### src/include/sipr_pkg.sv
// shared constants and types for the system integration power and reset block
package sipr_pkg;
    // register word indices; the byte address on the bus is the index times four
    localparam logic [15:0] SIPR_IDX_BWS = 16'hFE00;
    localparam logic [15:0] SIPR_IDX_RCS = 16'hFE01;
    localparam logic [15:0] SIPR_IDX_BFC = 16'hFE03;
    localparam logic [15:0] SIPR_IDX_IRQA = 16'hFE04;
    localparam logic [15:0] SIPR_IDX_IRQB = 16'hFE05;
    localparam logic [15:0] SIPR_IDX_IRQC = 16'hFE06;
    localparam logic [15:0] SIPR_IDX_IRQD = 16'hFE07;
    localparam logic [15:0] SIPR_IDX_OPT = 16'hFE08;
    localparam logic [15:0] SIPR_IDX_CMD = 16'hFE09;
    // field positions
    localparam int SIPR_BWS_WAIT_EXITED_BY_BREAK = 1;
    localparam int SIPR_BFC_BREAK_CLEAR_ENABLE = 7;
    localparam int SIPR_OPT_SHORT_STOP_RECOVERY = 0;
    localparam int SIPR_OPT_WDDIS = 1;
    localparam int SIPR_OPT_OSCSTOP = 2;
    localparam int SIPR_CMD_WAIT = 0;
    localparam int SIPR_CMD_STOP = 1;
    // reset values
    localparam logic [7:0] SIPR_RCS_POR_VAL = 8'h80;
    localparam logic [7:0] SIPR_OPT_RST = 8'h00;
    localparam logic [7:0] SIPR_BFC_RST = 8'h00;
    // timing counts in oscillator cycles
    localparam int SIPR_STOP_LONG_CYC = 4096;
    localparam int SIPR_STOP_SHORT_CYC = 32;
    localparam int SIPR_PIN_SAMPLE_CYC = 32;
    localparam int SIPR_NSRC = 24;
    typedef enum logic [2:0] {
        SIPR_RUN, SIPR_WAIT, SIPR_STOP, SIPR_RECOVER, SIPR_STACK, SIPR_BREAK
    } sipr_state_t;
    // reset cause bits, in register order from bit 7 down to bit 1
    typedef struct packed {
        logic por;
        logic pin;
        logic watchdog;
        logic bad_instr;
        logic bad_fetch;
        logic monitor;
        logic low_volt;
    } sipr_cause_t;
    // core requests into the block
    typedef struct packed {
        logic wait_exec;
        logic stop_exec;
        logic break_req;
        logic break_done;
    } sipr_core_t;
endpackage

### src/design/sipr_top.sv
// system integration unit: pending status, break protection, low power, reset cause
//
// Behaviour
// - status a shows sources one to six
// - status b shows sources seven to fourteen
// - status c shows sources fifteen to twenty-two
// - status d shows sources 23, 24 only
// - flag reads one while request present
// - all resets equal, no arbitration
// - break forces fetch from software interrupt vector
// - break protects flags unless clear enable
// - flag cleared in break stays cleared
// - two-step clears blocked during break only
// - wait or stop clears interrupt mask
// - wait stops core clock, interrupt wakes
// - break exit from wait sets flag
// - watchdog runs in wait unless disabled
// - stop halts clocks, interrupt exits
// - stop recovery 4096 or 32 cycles
// - counter held in stop, times recovery
// - reading cause register clears it
// - drive reset pin, sample 32 later
// - separate flags for each reset source
`timescale 1ns/1ps
module sipr_top
    import sipr_pkg::*;
#(
    parameter int STOP_LONG_CYC = SIPR_STOP_LONG_CYC
) (
    // apb
    input wire logic pclk,
    input wire logic presetn,
    input wire logic psel,
    input wire logic penable,
    input wire logic pwrite,
    input wire logic [17:0] paddr,
    input wire logic [31:0] pwdata,
    output logic [31:0] prdata,
    output logic pready,
    output logic pslverr,
    // interrupt sources and core
    input wire logic [SIPR_NSRC:1] irq_src,
    input wire sipr_core_t core_req,
    input wire logic [4:0] irq_prio_in,
    // reset sources, por is the async presetn
    input wire logic [5:0] reset_src,
    input wire logic rst_pin_in,
    output logic rst_pin_out,
    output logic rst_pin_oe,
    // clocks and core control
    output logic core_clk_en,
    output logic periph_clk_en,
    output logic clear_imask,
    output logic force_swi_vector,
    output logic stack_start,
    output logic [4:0] irq_win,
    output logic break_active,
    output logic flag_clear_ok,
    output logic watchdog_run
);
    sipr_state_t state_q;
    logic [7:0] bfc_q, opt_q, rcs_q;
    logic wait_exited_by_break_q;
    logic [12:0] cnt_q;
    logic [5:0] pin_cnt_q;
    logic [2:0] pin_sync_q;
    logic pin_drive_q;
    logic [SIPR_NSRC:1] pend_q;
    logic [31:0] prdata_q;
    logic pready_q;
    logic pslverr_q;
    logic [4:0] win_q;
    logic swi_q, imask_q, stack_q;
    logic any_irq;
    logic apb_wr, apb_rd, apb_setup, apb_acc;
    logic pin_low_q;
    logic [15:0] idx;

    function automatic logic hit(input logic [15:0] a, input logic [15:0] r);
        return a == r;
    endfunction

    // cause inputs sit at register bits 6..1, bit 0 unused
    function automatic logic [7:0] cause_bits(input logic [5:0] src);
        return {1'b0, src, 1'b0};
    endfunction

    assign idx = paddr[17:2];
    assign apb_setup = psel & ~penable;
    // writes and read-clear land only at the completing access edge
    assign apb_acc = psel & penable & pready_q;
    assign apb_wr = apb_acc & pwrite;
    assign apb_rd = apb_acc & ~pwrite;
    assign any_irq = |pend_q;

    // sample live requests
    // one snapshot per clock, so all status reads agree with the arbiter
    always_ff @(posedge pclk or negedge presetn) begin
        if (!presetn) begin
            pend_q <= '0;
        end else begin
            pend_q <= irq_src;
        end
    end

    always_ff @(posedge pclk or negedge presetn) begin
        if (!presetn) begin
            win_q <= 5'h00;
        end else begin
            win_q <= 5'h00;
            for (int i = SIPR_NSRC; i >= 1; i--) begin
                if (pend_q[i]) begin
                    win_q <= 5'(i);
                end
            end
        end
    end

    always_ff @(posedge pclk or negedge presetn) begin
        if (!presetn) begin
            state_q <= SIPR_RUN;
        end else begin
            case (state_q)
                SIPR_RUN: begin
                    if (core_req.break_req) begin
                        state_q <= SIPR_BREAK;
                    end else if (core_req.stop_exec) begin
                        state_q <= SIPR_STOP;
                    end else if (core_req.wait_exec) begin
                        state_q <= SIPR_WAIT;
                    end
                end
                SIPR_WAIT: begin
                    if (core_req.break_req) begin
                        state_q <= SIPR_BREAK;
                    end else if (any_irq) begin
                        state_q <= SIPR_STACK;
                    end
                end
                SIPR_STOP: begin
                    if (any_irq) begin
                        state_q <= SIPR_RECOVER;
                    end
                end
                SIPR_RECOVER: begin
                    if (cnt_q == 13'h0001) begin
                        state_q <= SIPR_STACK;
                    end
                end
                SIPR_STACK: begin
                    state_q <= SIPR_RUN;
                end
                SIPR_BREAK: begin
                    if (core_req.break_done) begin
                        state_q <= SIPR_RUN;
                    end
                end
                default: begin
                    state_q <= SIPR_RUN;
                end
            endcase
        end
    end

    // recovery count chosen by option bit
    always_ff @(posedge pclk or negedge presetn) begin
        if (!presetn) begin
            cnt_q <= 13'h0000;
        end else if (state_q == SIPR_STOP) begin
            if (any_irq) begin
                cnt_q <= opt_q[SIPR_OPT_SHORT_STOP_RECOVERY] ? 13'(SIPR_STOP_SHORT_CYC) : 13'(STOP_LONG_CYC);
            end else begin
                cnt_q <= 13'h0000;
            end
        end else if (state_q == SIPR_RECOVER && cnt_q != 13'h0000) begin
            cnt_q <= cnt_q - 13'h0001;
        end else begin
            cnt_q <= 13'h0000;
        end
    end

    always_ff @(posedge pclk or negedge presetn) begin
        if (!presetn) begin
            imask_q <= 1'b0;
            swi_q <= 1'b0;
            stack_q <= 1'b0;
        end else begin
            imask_q <= (state_q == SIPR_RUN) & (core_req.wait_exec | core_req.stop_exec);
            swi_q <= core_req.break_req & (state_q == SIPR_RUN || state_q == SIPR_WAIT);
            stack_q <= (state_q == SIPR_STACK);
        end
    end

    always_ff @(posedge pclk or negedge presetn) begin
        if (!presetn) begin
            wait_exited_by_break_q <= 1'b0;
        end else if (state_q == SIPR_WAIT && core_req.break_req) begin
            wait_exited_by_break_q <= 1'b1;
        end else if (apb_wr && hit(idx, SIPR_IDX_BWS) && !pwdata[SIPR_BWS_WAIT_EXITED_BY_BREAK]) begin
            wait_exited_by_break_q <= 1'b0;
        end
    end

    // software registers
    always_ff @(posedge pclk or negedge presetn) begin
        if (!presetn) begin
            bfc_q <= SIPR_BFC_RST;
            opt_q <= SIPR_OPT_RST;
        end else if (apb_wr) begin
            if (hit(idx, SIPR_IDX_BFC)) begin
                bfc_q <= pwdata[7:0] & 8'h80;
            end else if (hit(idx, SIPR_IDX_OPT)) begin
                opt_q <= pwdata[7:0] & 8'h07;
            end
        end
    end

    // hold pin low, then sample later
    // internal causes only: an external pin reset already holds the pin low
    always_ff @(posedge pclk or negedge presetn) begin
        if (!presetn) begin
            pin_drive_q <= 1'b1;
            pin_cnt_q <= 6'h00;
        end else if (|reset_src[4:0]) begin
            pin_drive_q <= 1'b1;
            pin_cnt_q <= 6'h00;
        end else if (pin_drive_q) begin
            pin_drive_q <= 1'b0;
            pin_cnt_q <= 6'(SIPR_PIN_SAMPLE_CYC);
        end else if (pin_cnt_q != 6'h00) begin
            pin_cnt_q <= pin_cnt_q - 6'h01;
        end
    end

    // pin synchroniser, stage one read only by stage two
    always_ff @(posedge pclk or negedge presetn) begin
        if (!presetn) begin
            pin_sync_q <= 3'b111;
        end else begin
            pin_sync_q <= {pin_sync_q[1:0], rst_pin_in};
        end
    end

    // read clears, power-on sets por only
    always_ff @(posedge pclk or negedge presetn) begin
        if (!presetn) begin
            rcs_q <= SIPR_RCS_POR_VAL;
        end else begin
            if (apb_rd && hit(idx, SIPR_IDX_RCS)) begin
                rcs_q <= cause_bits(reset_src);
            end else begin
                rcs_q <= rcs_q | cause_bits(reset_src);
            end
            if (pin_cnt_q == 6'h01 && !pin_sync_q[2] && !pin_sync_q[1]) begin
                rcs_q[6] <= 1'b1;
            end
        end
    end

    // apb slave, zero wait state, read data registered
    always_ff @(posedge pclk or negedge presetn) begin
        if (!presetn) begin
            prdata_q <= 32'h0000_0000;
            pready_q <= 1'b0;
            pslverr_q <= 1'b0;
        end else begin
            pready_q <= apb_setup;
            pslverr_q <= 1'b0;
            prdata_q <= 32'h0000_0000;
            if (apb_setup) begin
                if (hit(idx, SIPR_IDX_BWS)) begin
                    prdata_q[SIPR_BWS_WAIT_EXITED_BY_BREAK] <= wait_exited_by_break_q;
                end else if (hit(idx, SIPR_IDX_RCS)) begin
                    prdata_q[7:0] <= rcs_q;
                end else if (hit(idx, SIPR_IDX_BFC)) begin
                    prdata_q[7:0] <= bfc_q;
                end else if (hit(idx, SIPR_IDX_IRQA)) begin
                    prdata_q[7:0] <= {pend_q[6:1], 2'b00};
                end else if (hit(idx, SIPR_IDX_IRQB)) begin
                    prdata_q[7:0] <= pend_q[14:7];
                end else if (hit(idx, SIPR_IDX_IRQC)) begin
                    prdata_q[7:0] <= pend_q[22:15];
                end else if (hit(idx, SIPR_IDX_IRQD)) begin
                    prdata_q[7:0] <= {6'b000000, pend_q[24:23]};
                end else if (hit(idx, SIPR_IDX_OPT)) begin
                    prdata_q[7:0] <= opt_q;
                end else if (hit(idx, SIPR_IDX_CMD)) begin
                    prdata_q[2:0] <= state_q;
                end else begin
                    pslverr_q <= 1'b1;
                end
                if (pwrite && idx >= SIPR_IDX_IRQA && idx <= SIPR_IDX_IRQD) begin
                    pslverr_q <= 1'b0;
                end
            end
        end
    end

    // core-facing outputs registered
    logic core_clk_q, periph_clk_q, brk_q, clr_ok_q, wd_q;
    always_ff @(posedge pclk or negedge presetn) begin
        if (!presetn) begin
            core_clk_q <= 1'b1;
            periph_clk_q <= 1'b1;
            brk_q <= 1'b0;
            clr_ok_q <= 1'b1;
            wd_q <= 1'b0;
        end else begin
            core_clk_q <= (state_q == SIPR_RUN) || (state_q == SIPR_STACK)
                || (state_q == SIPR_BREAK);
            periph_clk_q <= (state_q != SIPR_STOP) && (state_q != SIPR_RECOVER);
            brk_q <= (state_q == SIPR_BREAK);
            // second step gated only while in break
            clr_ok_q <= (state_q != SIPR_BREAK) || bfc_q[SIPR_BFC_BREAK_CLEAR_ENABLE];
            wd_q <= !opt_q[SIPR_OPT_WDDIS] && (state_q != SIPR_STOP)
                && (state_q != SIPR_RECOVER);
        end
    end

    // pin level while driven; the enable alone decides when it drives
    always_ff @(posedge pclk or negedge presetn) begin
        if (!presetn) begin
            pin_low_q <= 1'b0;
        end else begin
            pin_low_q <= 1'b0;
        end
    end

    assign prdata = prdata_q;
    assign pready = pready_q;
    assign pslverr = pslverr_q;
    assign rst_pin_out = pin_low_q;
    assign rst_pin_oe = pin_drive_q;
    assign core_clk_en = core_clk_q;
    assign periph_clk_en = periph_clk_q;
    assign clear_imask = imask_q;
    assign force_swi_vector = swi_q;
    assign stack_start = stack_q;
    assign irq_win = win_q;
    assign break_active = brk_q;
    assign flag_clear_ok = clr_ok_q;
    assign watchdog_run = wd_q;
endmodule // sipr_top

### config.mk
export PLATFORM = sky130hd
export DESIGN_NAME = sipr_top
export DESIGN_NICKNAME = d
export VERILOG_FILES = /design/src/include/sipr_pkg.sv /design/src/design/sipr_top.sv
export SDC_FILE = /design/constraint.sdc
export NUM_CORES = 1
export LEC_CHECK = 0
export BUFFER_PORTS_ARGS = -buffer_cell sky130_fd_sc_hd__buf_2
export CAP_MARGIN = 20
export CORE_MARGIN = 2
export CORE_UTILIZATION = 35
export CTS_BUF_LIST = sky130_fd_sc_hd__clkbuf_4 sky130_fd_sc_hd__clkbuf_8
export CTS_CLUSTER_SIZE = 28
export DETAILED_ROUTE_END_ITERATION = 10
export PLACE_DENSITY = 0.62
export SYNTH_ARGS = -nofsm -noshare
export SYNTH_HDL_FRONTEND = slang
export SYNTH_SLANG_ARGS = --single-unit
### constraint.sdc
create_clock -name pclk -period 2.65 [get_ports pclk]
set_input_delay 0.3975 -clock pclk [delete_from_list [all_inputs] [get_ports pclk]]
set_output_delay 0.3975 -clock pclk [all_outputs]
set_load 0.02 [all_outputs]
## Yosys cells after proc, flatten, opt, wreduce, memory -nomap -nowiden

Index checks and enable logic that the tools add are counted.

- Register bits after elaboration: 86
- Output and inout port bits: 49
- Word-level logic and storage cells: 160

- $add $sub $neg: 2
- Magnitude comparators: 2
- Equal/unequal tests: 24
- Multiplexer cells: 68
- Bitwise logic cells: 12
- Reductions and logical operators: 30

Operators by type and width:

| operator | count |
|---|---|
| 16-bit equality test (second input constant) | 9 |
| 5-bit 2-to-1 mux | 24 |
| 8-bit 2-to-1 mux | 7 |
| 13-bit 2-to-1 mux | 4 |
| 3-bit 2-to-1 mux | 11 |
| 6-bit 2-to-1 mux | 4 |
| 24-bit OR reduction | 1 |
| 1-bit 2-to-1 mux | 17 |
| 16-bit greater-or-equal comparator (second input constant) | 1 |
| 16-bit <= comparator (second input constant) | 1 |
| 3-bit case mux with 5 select lines | 1 |
| 13-bit by 1-bit equality test with 1-bit output (second input constant) | 1 |
| 13-bit nonzero test | 1 |
| 13-bit by 1-bit subtractor with 13-bit output (second input constant) | 1 |
| 1-bit logical AND | 12 |
| 8-bit by 7-bit OR with 8-bit output | 1 |
| 1-bit AND | 7 |
| 3-bit by 2-bit equality test with 1-bit output (second input constant) | 2 |
| 3-bit equality test (second input constant) | 2 |
| 6-bit by 1-bit equality test with 1-bit output (second input constant) | 1 |
| 2-bit inequality test (second input constant) | 3 |
| 3-bit by 2-bit inequality test with 1-bit output (second input constant) | 2 |
| 3-bit inequality test (second input constant) | 2 |
| 6-bit nonzero test | 1 |
| other kinds (14) | 22 |

## Logic depth before layout (Yosys ltp)

- Depth in word-level cells: 24
- Gate-level depth with buffers: 7
- Mapped depth without buffers: 6

## Least setup slack after synthesis

Ideal clock, no wire load.

- Kind: flip-flop to flip-flop
- From: register cnt_q[5]
- To: register state_q[0]
- Setup time: 0.125 ns
- Arrival: 1.921 ns
- Setup slack: 0.605 ns
- Stages on the path, launching flop included: 6
- Path buffers: 0
- Path through: dfrtp_1 or4_1 nor4_2 nand4b_1 a21oi_2 mux2_2

- Cells in the longest elaborated chain, start to end: 3

RTL lines:

| element | line | RTL |
|---|---|---|
| start: declaration | sipr_top.sv:64 | `logic [12:0] cnt_q;` |
| start signal: assignment | sipr_top.sv:171 | `cnt_q <= opt_q[SIPR_OPT_SHORT_STOP_RECOVERY] ? 13'(SIPR_STOP_SHORT_CYC) : 13'(STOP_LONG_CYC);` |
| start signal: assignment | sipr_top.sv:176 | `cnt_q <= cnt_q - 13'h0001;` |
| 13-bit by 1-bit equality test with 1-bit output | sipr_top.sv:146 | `if (cnt_q == 13'h0001) begin` |
| 2-bit inequality test (no source line) | - |  |
| 5-bit AND reduction (no source line) | - |  |
| end signal: assignment | sipr_top.sv:147 | `state_q <= SIPR_STACK;` |
| end signal: assignment | sipr_top.sv:151 | `state_q <= SIPR_RUN;` |
| end signal: assignment | sipr_top.sv:155 | `state_q <= SIPR_RUN;` |
| end: declaration | sipr_top.sv:61 | `sipr_state_t state_q;` |

Every way passes these cells.
A chain may end at the register's enable or synchronous reset.

## Worst setup path in the final report

- From: register cnt_q[4]
- To: register state_q[0]

Same word-level chain as after synthesis.

==> flow_summary.ini <==
[run_status]
status = finished clean

[detailed_routing]
wl_um = 8570
viasPerCell = 4.81
drc_errors = 0
avgRoutedWirePerCell_um = 13.7
drt_first_iter_violations = 143
first_pass_iters = 4
ant_nets = 0
vias = 3013

[worst_setup_path]
crit_required_ns = 2.89
arrival_ns = 2.45
critPathLaunchType = flip-flop
regToRegSetupSlack_ns = 0.44
critical_path_class = reg2reg
cp_max_fo = 3
crit_start = cnt_q[4]
timing.rr.start = cnt_q[4]
end_kind = flip-flop

[global_routing]
antenna_found_initial = 0
track_usage_pct = 14.5
first_global_vias = 2955
grt_max_degree = 46
grt-ovfl-total = 0
grt_pass1_wl_um = 14200

[pwr]
power_density_nw_per_um2 = 646
irDropWorstVdd_uv = 364
leakage_nw = 2.26
fin_total_pwr_w = 0.00304

[yosys]
ys_types = 56
synth_ff_type = dfrtp_1
synthArstFlopShare_pct = 100
ys_ff_latch = 85
synthCells = 391
synth_area_um2 = 4000
syn_avg_cell_area_um2 = 10.2
synth_edf_count = 0
ys_warn_count = 0
ys_seq_area_share_pct = 53.4

[cts]
hold_buffers = 0
cts_tree = yes
numCtsBuffers = 9
clk_latency_ns = 0.36
clockBufferDepth = 2
clk_pin_slew_ns = 0.09
htreeDepth = 3
cts_root_buf = clkbuf_8
postCtsResizedCells = 0
clock_sinks = 85
postCtsSetupRepairBufs = 0

[timing]
clock.fmax_ghz = 0.453
finalSetupViolations = 0
tns_ns = 0
period_share_pct = 83.3
drv_slew = 0
hold-worst-slack_ns = 0.0236
worst_pin_slew_ns = 0.682
skew_ns = 0.00834
maxSlewHeadroom_pct = 54.2
hold_violations = 0
fin_crit_ns = 2.21
rsz0062_at_grt = no

[placement]
gp_congestion = 0.825
hpwl_um = 6550
port_buffers = 83
dp.cells = 610

[die]
initial_core_util_pct = 35.5
pin_count = 144
die_w_um = 111
fp.coreArea_um2 = 11300
die_area_um2 = 12300
num_rows = 39
dieHeight_um = 111

[finish]
nets = 578
layout_commonest_cell = buf_2
drive_above_1_share_pct = 25.9
layout_common_cells = buf_2 (82), dfrtp_1 (77), nor2_1 (45)
final-instance-count-excl-fill = 626
area_growth_pct = 17.4
diodes = 0

[flow_run]
cap_violations = 0

[min_path]
min_path_type = in2async
cells by family (layout without fill, tap and decap cells):
group / Yosys count / after routing / share of synthesized area (%)
flops: 85 / 85 / 53.4
fa+ha+maj: 5 / 5 / 1.56
simple gates: 150 / 150 / 19.9
compound gates: 69 / 69 / 11.1
mux: 14 / 14 / 3.66
xor+xnor: 13 / 13 / 2.84
buf+inv: 54 / 122 / 7.47
other cells: 1 / 25 / 0.0937
layer usage:
metal	routed length, µm	track usage, %	vias to the layer above
li1	-	-	1492
met1	3810	18.5	1402
met2	4090	23.4	104
met3	460	3.39	15
met4	215	6.83	0
met5	0	0	-
worst max-delay path, stage by stage (launching register included):
cell	delay (ns)
dfrtp_1	0.42
or4_1	0.57
nor4_2	0.35
nand4b_1	0.19
a21oi_2	0.22
mux2_2	0.35
metrics by stage:
stage | area (µm²) | util (%) | worst slack, ns
2_1_floorplan | 4090 | - | 0.605
3_3_place_gp | 4510 | 40.0 | 0.449
3_5_place_dp | 4510 | 40.0 | 0.451
4_1_cts | 4700 | 41.7 | 0.435
5_1_grt | 4700 | 41.7 | 0.345
6_report | 4700 | 41.7 | 0.443
cell type report:
| type | count | area (µm²) |
|---|---|---|
| fill | 1108 | 6570 |
| sequential | 85 | 2140 |
| multi-input combinational | 276 | 1660 |
| timing repair buffer | 88 | 468 |
| tap | 143 | 179 |
| clock buffer | 10 | 138 |
| inverter | 18 | 67.6 |
| clock inverter | 6 | 55.1 |
Yosys cell counts, types with 2 or more instances:
master / number / share of area [%]
a211oi_1: 3 / 0.56
a21o_1: 7 / 1.3
a21oi_1: 17 / 2.1
a22oi_1: 6 / 1.1
a31oi_1: 3 / 0.47
and2_1: 3 / 0.47
buf_2: 2 / 0.25
buf_4: 25 / 4.7
clkbuf_1: 8 / 0.75
dfrtp_1: 77 / 48
dfstp_2: 8 / 5.2
ha_1: 5 / 1.6
inv_1: 18 / 1.7
mux2_2: 5 / 1.4
mux2i_1: 9 / 2.3
nand2_1: 24 / 2.3
nand2b_1: 2 / 0.31
nand3_1: 7 / 0.87
nand3b_1: 3 / 0.56
nand4_1: 5 / 0.78
nand4b_1: 4 / 0.87
nor2_1: 45 / 4.2
nor2b_1: 7 / 1.1
nor3_1: 21 / 2.6
nor4_1: 9 / 1.4
o21a_1: 2 / 0.37
o21ai_0: 15 / 1.9
o221ai_1: 2 / 0.44
o2bb2ai_1: 2 / 0.44
o31ai_1: 3 / 0.56
or2_2: 3 / 0.47
or3_1: 4 / 0.62
or4_1: 3 / 0.56
xnor2_1: 6 / 1.3
xor2_1: 7 / 1.5
sequential cells by signal, summed over array words and instances (netlist names), 3 cells and up:
| signal | flops |
|---|---|
| pin_sync_q | 3 |
| opt_q | 3 |
| rcs_q | 7 |
| irq_win | 5 |
| pend_q | 24 |
| prdata | 8 |
| cnt_q | 13 |
| pin_cnt_q | 6 |
| state_q | 3 |
worst paths after layout:
path,end,depth (start not counted)
setup / recovery,state_q[0],5
hold / removal,prdata[3],1
max in group asynchronous,periph_clk_en,2
hold reg to reg,pin_sync_q[1],0
setup reg to reg,state_q[0],5
min in group pclk,pin_sync_q[0],1
where the power goes:
part	internal [W]	total (W)	switching (W)
clock	0.000384	0.000881	0.000497
combinational	0.000254	0.000614	0.000360
sequential	0.00142	0.00154	0.000121
Note: power is estimated with default switching activity, not from simulation.
